### src/sie_pkg.sv
// Constants, register map and types for the safety input evaluation block
package sie_pkg;
    localparam int CLK_PERIOD_NS = 40;
    localparam int MS_NS = 1000000;
    localparam int MS_CYCLES = (MS_NS + CLK_PERIOD_NS - 1) / CLK_PERIOD_NS;
    localparam int TICK_W = 16;

    localparam int FILTER_MIN_MS = 3;
    localparam int FILTER_MAX_MS = 250;
    localparam logic [7:0] FILTER_MIN = 8'(FILTER_MIN_MS);
    localparam logic [7:0] FILTER_MAX = 8'(FILTER_MAX_MS);

    localparam int ADDR_W = 8;
    localparam logic [7:0] OFS_CTRL = 8'h00;
    localparam logic [7:0] OFS_FILTER = 8'h04;
    localparam logic [7:0] OFS_SIMUL = 8'h08;
    localparam logic [7:0] OFS_STATUS = 8'h0c;
    localparam logic [7:0] OFS_MASK = 8'h10;
    localparam logic [7:0] OFS_STATE = 8'h14;
    localparam logic [7:0] OFS_VIN = 8'h18;

    localparam int CTRL_W = 8;
    localparam int CB_RESET_EN = 0;
    localparam int CB_MONITORED = 1;
    localparam int CB_POWERON_TEST = 2;
    localparam int CB_SIMUL_EN = 3;
    localparam int CB_ERR_OUT_EN = 4;
    localparam int CB_TYPE_LO = 5;
    localparam int CB_TYPE_HI = 6;
    localparam int CB_FB_EXT = 7;
    localparam logic [7:0] CTRL_RST = 8'h00;
    localparam logic [7:0] FILTER_RST = 8'h03;
    localparam int SIMUL_W = 16;
    localparam logic [15:0] SIMUL_RST = 16'h00c8;

    localparam logic [1:0] TYPE_GRIP = 2'h0;
    localparam logic [1:0] TYPE_TESTABLE = 2'h1;
    localparam logic [1:0] TYPE_SOLID = 2'h2;

    localparam int EV_W = 4;
    localparam int EV_SIMUL_ERR = 0;
    localparam int EV_OUT_RISE = 1;
    localparam int EV_OUT_FALL = 2;
    localparam int EV_RESET_OK = 3;

    localparam int VIN_EXT_W = 32;
    localparam int VIN_BASIC_W = 8;
    localparam int NUM_IN = 4;
    localparam int IDX_RESET = 3;

    typedef enum logic [1:0] {
        SIE_TEST_ON = 2'b00,
        SIE_TEST_OFF = 2'b01,
        SIE_RUN = 2'b11,
        SIE_LOCK = 2'b10
    } sie_state_t;
endpackage

### src/sie_top.sv
// Safety input evaluation top: filters, simultaneity, reset, fieldbus inputs, registers
// What this block does
// - In grip mode the output is high only while the grip is held in its middle position.
// - A simultaneity error is flagged when the contacts of one device switch further apart than allowed.
// - With reset selected each release of the device locks the output until a reset, otherwise it follows the inputs.
// - Manual reset is accepted on one rising edge of the reset input.
// - Monitored reset is accepted only after the reset input rises and falls again.
// - With the power-on test the output stays off until the device is activated and released once after start-up.
// - Each input passes a debounce filter of 3 to 250 ms.
// - The testable device checks simultaneity only when that option is on.
// - The solid-state device outputs one only when all its inputs are active.
// - The solid-state device always checks simultaneity.
// - With the error output enabled a fault of the block drives the fault output.
// - Up to 32 virtual inputs on the extended master or 8 on the basic master, one bit each.
// - Virtual inputs arrive as a 4-byte field for the extended master and a 1-byte field for the basic one.
// - A constant low source and a high source that rises at the first clock after reset are provided and are not meant to disable logic gates.
//
// Added by the designer: the register addresses and the address-and-strobe port.
module sie_top
    import sie_pkg::*;
#(
    parameter int TICK_CYCLES = MS_CYCLES
) (
    input wire logic core_clk,
    input wire logic rst,
    input wire logic [7:0] reg_addr,
    input wire logic [31:0] reg_wdata,
    input wire logic reg_wr,
    input wire logic reg_rd,
    output logic [31:0] reg_rdata,
    input wire logic contact_input_a,
    input wire logic contact_input_b,
    input wire logic contact_input_c,
    input wire logic reset_input,
    input wire logic fb_wr,
    input wire logic [31:0] fb_data,
    output logic block_out,
    output logic fault_out,
    output logic irq,
    output logic [31:0] vin_out,
    output logic const_low_source,
    output logic const_high_source
);
    logic [NUM_IN-1:0] raw_in;
    logic [NUM_IN-1:0] sync1;
    logic [NUM_IN-1:0] sync2;
    logic [NUM_IN-1:0] filt;
    logic [TICK_W-1:0] tick_cnt;
    logic [TICK_W-1:0] next_tick_cnt;
    logic tick;
    logic next_tick;
    logic [CTRL_W-1:0] ctrl;
    logic [CTRL_W-1:0] next_ctrl;
    logic [7:0] filter_ms;
    logic [7:0] next_filter_ms;
    logic [7:0] filter_eff;
    logic [SIMUL_W-1:0] simul_ms;
    logic [SIMUL_W-1:0] next_simul_ms;
    logic [SIMUL_W-1:0] simul_cnt;
    logic [SIMUL_W-1:0] next_simul_cnt;
    logic simul_fault;
    logic next_simul_fault;
    logic [EV_W-1:0] status;
    logic [EV_W-1:0] next_status;
    logic [EV_W-1:0] mask;
    logic [EV_W-1:0] next_mask;
    logic [EV_W-1:0] events;
    logic [31:0] next_rdata;
    logic [31:0] next_vin;
    sie_state_t state;
    sie_state_t next_state;
    logic next_block_out;
    logic next_fault_out;
    logic next_irq;
    logic cond;
    logic simul_active;
    logic reset_accept;

    // Decode used by both the write and the read path
    function automatic logic hit(input logic [7:0] addr, input logic [7:0] ofs);
        hit = (addr == ofs);
    endfunction

    // Contact order a, b, c, then reset on the following input
    assign raw_in = {reset_input, contact_input_c, contact_input_b, contact_input_a};

    genvar gi;
    generate
        for (gi = 0; gi < NUM_IN; gi++) begin : g_in
            always_ff @(posedge core_clk) begin
                if (rst) begin
                    sync1[gi] <= 1'b0;
                    sync2[gi] <= 1'b0;
                end else begin
                    sync1[gi] <= raw_in[gi];
                    sync2[gi] <= sync1[gi];
                end
            end
            sie_debounce u_deb (
                .core_clk(core_clk),
                .rst(rst),
                .tick(tick),
                .filter_ms(filter_eff),
                .din(sync2[gi]),
                .dout(filt[gi])
            );
        end
    endgenerate

    // Out-of-range settings are clamped rather than refused
    assign filter_eff = (filter_ms < FILTER_MIN) ? FILTER_MIN :
                        (filter_ms > FILTER_MAX) ? FILTER_MAX : filter_ms;

    sie_reset_ctl u_rst (
        .core_clk(core_clk),
        .rst(rst),
        .monitored(ctrl[CB_MONITORED]),
        .reset_level(filt[IDX_RESET]),
        .accept(reset_accept)
    );

    // Millisecond time base
    always_comb begin
        next_tick = 1'b0;
        next_tick_cnt = tick_cnt + 16'h0001;
        if (tick_cnt == TICK_W'(TICK_CYCLES - 1)) begin
            next_tick_cnt = 16'h0000;
            next_tick = 1'b1;
        end
    end

    always_ff @(posedge core_clk) begin
        if (rst) begin
            tick_cnt <= 16'h0000;
            tick <= 1'b0;
        end else begin
            tick_cnt <= next_tick_cnt;
            tick <= next_tick;
        end
    end

    // Both channels closed is the enabling condition for every type
    assign cond = filt[0] & filt[1];
    assign simul_active = ctrl[CB_SIMUL_EN] | (ctrl[CB_TYPE_HI:CB_TYPE_LO] != TYPE_TESTABLE);

    // Simultaneity supervision
    always_comb begin
        next_simul_cnt = simul_cnt;
        next_simul_fault = simul_fault;
        if (!simul_active || filt[0] == filt[1]) begin
            next_simul_cnt = 16'h0000;
        end else if (tick && simul_cnt != 16'hffff) begin
            next_simul_cnt = simul_cnt + 16'h0001;
        end
        if (simul_active && filt[0] != filt[1] && simul_cnt > simul_ms) begin
            next_simul_fault = 1'b1;
        end else if (~filt[0] & ~filt[1]) begin
            // Fault holds until both channels are back at rest
            next_simul_fault = 1'b0;
        end
    end

    always_ff @(posedge core_clk) begin
        if (rst) begin
            simul_cnt <= 16'h0000;
            simul_fault <= 1'b0;
        end else begin
            simul_cnt <= next_simul_cnt;
            simul_fault <= next_simul_fault;
        end
    end

    // Output sequencing
    always_comb begin
        next_state = state;
        case (state)
            SIE_TEST_ON: begin
                // Next value, so a write in the first cycle after release still selects the test
                if (!next_ctrl[CB_POWERON_TEST]) begin
                    next_state = SIE_RUN;
                end else if (cond) begin
                    next_state = SIE_TEST_OFF;
                end
            end
            SIE_TEST_OFF: begin
                if (!cond) begin
                    next_state = ctrl[CB_RESET_EN] ? SIE_LOCK : SIE_RUN;
                end
            end
            SIE_RUN: begin
                if (ctrl[CB_RESET_EN] && !cond) begin
                    next_state = SIE_LOCK;
                end
            end
            SIE_LOCK: begin
                if (!ctrl[CB_RESET_EN]) begin
                    next_state = SIE_RUN;
                end else if (reset_accept && cond && !simul_fault) begin
                    next_state = SIE_RUN;
                end
            end
            default: next_state = SIE_TEST_ON;
        endcase
        next_block_out = (next_state == SIE_RUN) & cond & ~simul_fault;
        next_fault_out = ctrl[CB_ERR_OUT_EN] & simul_fault;
    end

    always_ff @(posedge core_clk) begin
        if (rst) begin
            state <= SIE_TEST_ON;
            block_out <= 1'b0;
            fault_out <= 1'b0;
        end else begin
            state <= next_state;
            block_out <= next_block_out;
            fault_out <= next_fault_out;
        end
    end

    // Virtual inputs; basic master carries only the low byte
    always_comb begin
        next_vin = vin_out;
        if (fb_wr) begin
            if (ctrl[CB_FB_EXT]) begin
                next_vin = fb_data;
            end else begin
                next_vin = {{(VIN_EXT_W - VIN_BASIC_W){1'b0}}, fb_data[VIN_BASIC_W-1:0]};
            end
        end
    end

    // Registers, sticky status and interrupt
    always_comb begin
        events = '0;
        events[EV_SIMUL_ERR] = next_simul_fault & ~simul_fault;
        events[EV_OUT_RISE] = next_block_out & ~block_out;
        events[EV_OUT_FALL] = ~next_block_out & block_out;
        events[EV_RESET_OK] = reset_accept;
        next_ctrl = ctrl;
        next_filter_ms = filter_ms;
        next_simul_ms = simul_ms;
        next_mask = mask;
        next_status = status;
        if (reg_wr && hit(reg_addr, OFS_CTRL)) begin
            next_ctrl = reg_wdata[CTRL_W-1:0];
        end
        if (reg_wr && hit(reg_addr, OFS_FILTER)) begin
            next_filter_ms = reg_wdata[7:0];
        end
        if (reg_wr && hit(reg_addr, OFS_SIMUL)) begin
            next_simul_ms = reg_wdata[SIMUL_W-1:0];
        end
        if (reg_wr && hit(reg_addr, OFS_MASK)) begin
            next_mask = reg_wdata[EV_W-1:0];
        end
        if (reg_wr && hit(reg_addr, OFS_STATUS)) begin
            next_status = status & ~reg_wdata[EV_W-1:0];
        end
        // Set wins over a clear in the same cycle
        next_status = next_status | events;
        next_irq = |(next_status & next_mask);
        next_rdata = 32'h00000000;
        if (reg_rd) begin
            if (hit(reg_addr, OFS_CTRL)) next_rdata = {24'h000000, ctrl};
            else if (hit(reg_addr, OFS_FILTER)) next_rdata = {24'h000000, filter_ms};
            else if (hit(reg_addr, OFS_SIMUL)) next_rdata = {16'h0000, simul_ms};
            else if (hit(reg_addr, OFS_STATUS)) next_rdata = {28'h0000000, status};
            else if (hit(reg_addr, OFS_MASK)) next_rdata = {28'h0000000, mask};
            else if (hit(reg_addr, OFS_STATE)) next_rdata = {22'h000000, state, filt, simul_fault, fault_out, block_out, 1'b0};
            else if (hit(reg_addr, OFS_VIN)) next_rdata = vin_out;
            else next_rdata = 32'h00000000;
        end
    end

    always_ff @(posedge core_clk) begin
        if (rst) begin
            ctrl <= CTRL_RST;
            filter_ms <= FILTER_RST;
            simul_ms <= SIMUL_RST;
            mask <= '0;
            status <= '0;
            irq <= 1'b0;
            reg_rdata <= 32'h00000000;
            vin_out <= 32'h00000000;
            const_low_source <= 1'b0;
            const_high_source <= 1'b0;
        end else begin
            ctrl <= next_ctrl;
            filter_ms <= next_filter_ms;
            simul_ms <= next_simul_ms;
            mask <= next_mask;
            status <= next_status;
            irq <= next_irq;
            reg_rdata <= next_rdata;
            vin_out <= next_vin;
            // Fixed levels only; nothing here gates other logic
            const_low_source <= 1'b0;
            const_high_source <= 1'b1;
        end
    end
endmodule // sie_top

### src/sie_debounce.sv
// Millisecond debounce filter for one synchronised input
module sie_debounce
    import sie_pkg::*;
(
    input wire logic core_clk,
    input wire logic rst,
    input wire logic tick,
    input wire logic [7:0] filter_ms,
    input wire logic din,
    output logic dout
);
    logic [7:0] cnt;
    logic [7:0] next_cnt;
    logic next_dout;

    always_comb begin
        next_cnt = cnt;
        next_dout = dout;
        if (din == dout) begin
            next_cnt = 8'h00;
        end else if (tick) begin
            if (cnt + 8'h01 >= filter_ms) begin
                next_dout = din;
                next_cnt = 8'h00;
            end else begin
                next_cnt = cnt + 8'h01;
            end
        end
    end

    always_ff @(posedge core_clk) begin
        if (rst) begin
            cnt <= 8'h00;
            dout <= 1'b0;
        end else begin
            cnt <= next_cnt;
            dout <= next_dout;
        end
    end
endmodule // sie_debounce

### src/sie_reset_ctl.sv
// Manual or monitored reset acceptance
module sie_reset_ctl
    import sie_pkg::*;
(
    input wire logic core_clk,
    input wire logic rst,
    input wire logic monitored,
    input wire logic reset_level,
    output logic accept
);
    logic prev;
    logic seen_high;
    logic next_seen_high;
    logic next_accept;

    always_comb begin
        next_seen_high = seen_high;
        next_accept = 1'b0;
        if (!monitored) begin
            next_seen_high = 1'b0;
            next_accept = reset_level & ~prev;
        end else if (reset_level & ~prev) begin
            next_seen_high = 1'b1;
        end else if (~reset_level & prev & seen_high) begin
            next_seen_high = 1'b0;
            next_accept = 1'b1;
        end
    end

    always_ff @(posedge core_clk) begin
        if (rst) begin
            prev <= 1'b0;
            seen_high <= 1'b0;
            accept <= 1'b0;
        end else begin
            prev <= reset_level;
            seen_high <= next_seen_high;
            accept <= next_accept;
        end
    end
endmodule // sie_reset_ctl

### config.mk
export PLATFORM = sky130hd
export DESIGN_NAME = sie_top
export DESIGN_NICKNAME = d
export VERILOG_FILES = /design/src/sie_pkg.sv /design/src/sie_top.sv /design/src/sie_debounce.sv /design/src/sie_reset_ctl.sv
export SDC_FILE = /design/constraint.sdc
export NUM_CORES = 1
export LEC_CHECK = 0
export CAP_MARGIN = 15
export CELL_PAD_IN_SITES_DETAIL_PLACEMENT = 0
export CELL_PAD_IN_SITES_GLOBAL_PLACEMENT = 1
export CORE_UTILIZATION = 45
export DETAILED_ROUTE_END_ITERATION = 6
export DONT_BUFFER_PORTS = 1
export PLACE_DENSITY = 0.86
export RECOVER_POWER = 25
export SETUP_SLACK_MARGIN = 0.1
export SLEW_MARGIN = 10
export SYNTH_ARGS = -nofsm -noshare
export SYNTH_HDL_FRONTEND = slang
export SYNTH_HIERARCHICAL = 1
export SYNTH_SLANG_ARGS = --single-unit
### constraint.sdc
create_clock -name core_clk -period 7.3 [get_ports core_clk]
set_input_delay 0 -clock core_clk [delete_from_list [all_inputs] [get_ports core_clk]]
set_output_delay 0 -clock core_clk [all_outputs]
set_load 0.01 [all_outputs]
Yosys cells after proc, flatten, opt, wreduce, memory -nomap -nowiden
Cells that the tools add are included.
{ "classes": {"add_sub_neg": 6, "order_cmp": 7, "n_eq_ne": 19, "bitwise": 30, "mux": 34, "reduce_logical": 33} }
{ "ops": {"columns": ["operator", "count"], "rows": [
  ["16-bit two-way mux", 5],
  ["8-bit two-way mux", 8],
  ["16-bit by 1-bit adder with 16-bit output (second input constant)", 2],
  ["8-bit by 1-bit adder with 8-bit output (second input constant)", 4],
  ["8-bit greater-or-equal comparator", 4],
  ["32-bit two-way mux", 1],
  ["8-bit by 5-bit == test with 1-bit output (second input constant)", 3],
  ["16-bit by 15-bit == test with 1-bit output (second input constant)", 1],
  ["8-bit by 4-bit == test with 1-bit output (second input constant)", 2],
  ["16-bit greater-than comparator", 1],
  ["16-bit inequality test (second input constant)", 1],
  ["2-bit OR reduction", 8],
  ["1-bit NOT", 14],
  ["2-bit two-way mux", 6],
  ["3-bit AND reduction", 4],
  ["1-bit AND", 11],
  ["1-bit logical AND", 11],
  ["1-bit two-way mux", 10],
  ["9-bit OR reduction", 1],
  ["4-bit AND", 2],
  ["8-bit by 3-bit == test with 1-bit output (second input constant)", 1],
  ["8-bit greater-than comparator (second input constant)", 1],
  ["8-bit logical NOT", 1],
  ["8-bit by 2-bit < comparator with 1-bit output (second input constant)", 1],
  ["16 further kinds", 26]
]} }
{ "totals": {"input_bits": 81, "wordCells": 167, "regBits": 191} }

Longest topological paths before layout
{ "logic_depth": {"depth_word": 14, "depth_mapped": 11} }

Hierarchy
The synthesis kept the hierarchy.
{ "by_module_without_submodules": {"columns": ["mod", "n_inst", "seq_area_each_um2", "area_each_um2", "cells_per_inst"], "rows": [
  ["sie_top", 1, 3042.9, 6322.3, 727],
  ["sie_debounce", 4, 180.2, 669.4, 78],
  ["sie_reset_ctl", 1, 60.1, 116.4, 11]
]} }

Worst setup path before layout
Ideal clock, no wire load.
{ "synth_timing": {"kind": "register to register", "startpoint": "register filter_ms[7]", "endpoint": "register g_in[0].u_deb.cnt[2]", "t_required_ns": 7.226, "path_stages_with_launch": 11, "path_buffers": 1, "arrival_ns": 2.452, "path_slack_ns": 4.774, "cell_sequence": "dfxtp_1 or4_1 nor3_1 a21o_1 ha_1 nand2b_4 a2111o_1 a21oi_2 buf_6 nand3b_2 a31oi_1"} }
{ "synth_between": {"elab_chain_len": 5, "elab_cells_between_ends": 6} }
{ "synth_lines": {"columns": ["item", "line", "rtl"], "rows": [
  ["start, declared", "sie_top.sv:54", "logic [7:0] filter_ms;"],
  ["start signal, assigned", "sie_top.sv:289", "filter_ms <= next_filter_ms;"],
  ["8-bit greater-than comparator", "sie_top.sv:112", "(filter_ms > FILTER_MAX) ? FILTER_MAX : filter_ms;"],
  ["8-bit two-way mux", "sie_top.sv:112", null],
  ["8-bit two-way mux *", "sie_top.sv:111", "assign filter_eff = (filter_ms < FILTER_MIN) ? FILTER_MIN :"],
  ["net filter_eff[0]", "sie_top.sv:56", "logic [7:0] filter_eff;"],
  ["8-bit greater-or-equal comparator *", "sie_debounce.sv:22", "if (cnt + 8'h01 >= filter_ms) begin"],
  ["8-bit two-way mux *", "sie_debounce.sv:22", null],
  ["end signal, assigned", "sie_debounce.sv:36", "cnt <= next_cnt;"],
  ["end, declared", "sie_debounce.sv:12", "logic [7:0] cnt;"]
]} }
Mark *: on every way through the listed nets, which the timed path passes. The rest lies on a longest branch.
A chain may end at the register's enable or synchronous reset.

Worst setup path after layout
{ "layout_timing": {"startpoint": "input rst", "endpoint": "register reg_rdata[11]"} }
{ "layout_between": {"elab_chain_len": 1} }
{ "layout_lines": {"columns": ["item", "line", "rtl"], "rows": [
  ["start, declared", "sie_top.sv:25", "input wire logic rst,"],
  ["4-bit OR reduction (no source line)", null, null],
  ["end signal, assigned", "sie_top.sv:294", "reg_rdata <= next_rdata;"],
  ["end, declared", "sie_top.sv:30", "output logic [31:0] reg_rdata,"]
]} }
No other way between the ends.

==> flow_summary.ini <==
[run_status]
run_status = finished with violations
violations = max-capacitance violations, max-slew violations

[cts]
cts_tree = done
clock_sink_count = 191
tritoncts.num_buffers = 17
cts_root_buffer = clkbuf_16
clock_tree.buffer_depth = 2
post_cts.repair.setup_buffers = 0
clkTransAtPathRegs_ps = 90
clock_tree.htree_level_count = 4
ctsResizeCount = 0
worstSkewPairLatency_ps = 450
cts_hold_buf = 109

[placement]
placement.cell_area_um2 = 9260
finalWeightedCongestion = 0.843
detailedPlacementHpwl_um = 15300
placedCellCount = 1271
place.port_buffers = 0

[sta]
setup_tns_ps = 0
finalCritPeriodShare = 0.690
tightest_slew_ps = 4340
setup_repair_after_global_routing_missed_its_margin = false
final.setup_skew_ps = 16.8
max_slew_headroom = -1.90
period_minus_slack_ps = 5040
max_freq_mhz = 199
finalHoldViolations = 0
finalSetupViolations = 0
report.final.slew_viol_count = 91

[global_route]
antenna_violations_before_repair = 2
global_route.overflow_total = 0
grt_first_pass_wirelength_um = 37500
first_global_vias = 7431
grt_use_total = 0.233
grt_start_max_net_pins = 91

[detailed_routing]
route.final.wire_length_um = 23700
detailroute.via_count = 7766
final_antenna_net_count = 0
vias_per_cell = 5.49
drc = 0
drt_iter0_markers = 494
detail_route.wl_per_cell_um = 16.8
drt-pass1-iter-count = 4

[floorplan]
start_util = 0.464
io_pins = 150
die_w_um = 144
floorplan.rows = 51
floorplan.core_area_um2 = 19700
dieHeight_um = 144
overall_die_area_um2 = 20800

[setup_path]
timing.setup.critical_path_class = in2reg
path_cells = dlygate4sd3_1 -> clkbuf_1 -> inv_1 -> nand2_1 -> or3_1 -> nor4_4 -> buf_6 -> a22o_1
timing.critical_path.to_type = flop
timing.critical_path.fanout_max = 90
worst_stage_delay_on_the_critical_path_ps = 3010
critical_path_arrival_ps = 5380
cpMaxStageDelayCell = clkbuf_1
critPathRequiredTime_ps = 7640
cp-start-kind = input port

[logic_synthesis]
synth-seq-area-share = 0.419
synth_async_sr_flop_share = 0
synth.ff_latch_count = 191
postSynthCellCount = 1050
library_cells_used_by_synthesis = 68
synth_area_per_cell_um2 = 8.68
netlist_area_um2 = 9120
synth.net_count = 1187
synth_edf_count = 0
yosysWarningCount = 6
synth_top_flop_cell = dfxtp_1

[worst_hold_path]
worst_hold_path_type = in2reg

[final_layout]
fin_area_um2 = 11000
layout_common_cells = 191 x dfxtp_1, 108 x dlygate4sd3_1, 104 x nor2_1
most_common_cell_after_layout_fill_and_taps_aside = dfxtp_1
drive_above_1_share = 0.0618
area_growth_syn_to_layout_pct = 20.8
instances_no_fill = 1415
nets = 1272

[pwr]
pwr_density_cell_nw_per_um2 = 192
cellLeakagePower_nw = 4.08
power_mw = 2.12
irDropWorstVdd_mv = 0.133

[run]
max_cap_violations = 1
==> cell usage after synthesis (9+ instances only) <==
cell      number  area, um^2
clkbuf_1      31         116
a21oi_1       85         425
a31oi_1       11        68.8
xor2_1        32         280
nand2_1       95         357
ha_1          56         701
inv_1         69         259
dfxtp_1      191        3820
a32o_1        20         200
and3_1        11        68.8
xnor2_1       23         201
o21ai_0       24         120
and2_1        20         125
nand3_1       61         305
nor2_1       104         390
nand4_1       14        87.6
mux2i_1       18         180
a22oi_1        9        67.6
nor2b_1       35         219
nor3_1        19        95.1
==> cells by family (layout without fill, tap and decap cells) <==
| logic type | Yosys count | in the layout | share of synthesized area |
|---|---|---|---|
| AO/OA/AOI/OAI | 192 | 192 | 0.139 |
| XOR/XNOR | 55 | 55 | 0.0528 |
| adder cells (fa/ha/maj) | 57 | 57 | 0.0781 |
| buffers and inverters | 117 | 215 | 0.0531 |
| flip-flops | 191 | 191 | 0.419 |
| multiplexers | 19 | 19 | 0.0210 |
| other | 1 | 3 | 0.000411 |
| AND/OR/NAND/NOR | 418 | 418 | 0.236 |
==> registers in the layout, summed over array words and instances, names as in the netlist, 2 cells and up <==
name and flops:
ctrl 8, g_in.u_deb/cnt 32, status 4, filter_ms 8, simul_ms 16, tick_cnt 16
vin_out 32, reg_rdata 32, sync1 4, sync2 4, g_in.u_deb/dout 4, mask 4
state 2, simul_cnt 16
==> critical path: cells and delay by family <==
kind            cells  cell delay (ps)
buf+inv             4             4070
compound gates      1              240
simple gates        3              950
==> final cells by class <==
cell class              count  area [um^2]
repair buffers            114         1130
clock inverters            15          226
flip-flops and latches    191         3820
fillers                  1716         8640
multi-input cells         742         4820
clock buffers              17          425
inverters                  69          259
well taps                 265          332
diodes                      2         5.00
==> stage by stage <==
step	hold slack, ps	setup slack [ps]	utilization
finish	7.47	2260	0.560
global route	4.53	1900	0.560
CTS	4.70	3740	0.561
detailed placement	77.6	4220	0.471
global placement	77.8	4260	0.471
floorplan	69.1	4770	-
==> metal layers <==
layer  routed length, um  vias to the layer above  global-route usage
met2               11400                      238               0.399
met5                   0                        -                   0
met3                1600                       47              0.0566
met1               10100                     3665               0.279
met4                 616                        0              0.0942
li1                    -                     3816                   -
==> power by group <==
group / total [mW] / switching (mW) / internal [mW] / leakage [nW]
Sequential: 1.06 / 0.00850 / 1.05 / 1.54
Clock: 0.989 / 0.486 / 0.503 / 0.312
Combinational: 0.0743 / 0.0363 / 0.0380 / 2.22
Total: 2.12 / 0.531 / 1.59 / 4.08
==> path summary, 6_finish.rpt <==
check                                         end                      start  depth (start not counted)  slack (ps)
setup / recovery         reg_rdata[11]$_SDFF_PP0_                        rst                          8        2260
hold / removal           reg_rdata[27]$_SDFF_PP0_                reg_addr[0]                          3           7
setup reg to reg  g_in[2].u_deb/dout$_SDFFE_PP0P_  filter_ms[7]$_SDFFE_PP0P_                         10        3550
hold reg to reg               sync2[2]$_SDFF_PP0_        sync1[2]$_SDFF_PP0_                          1         440
Power figures use the tool's default switching activity.
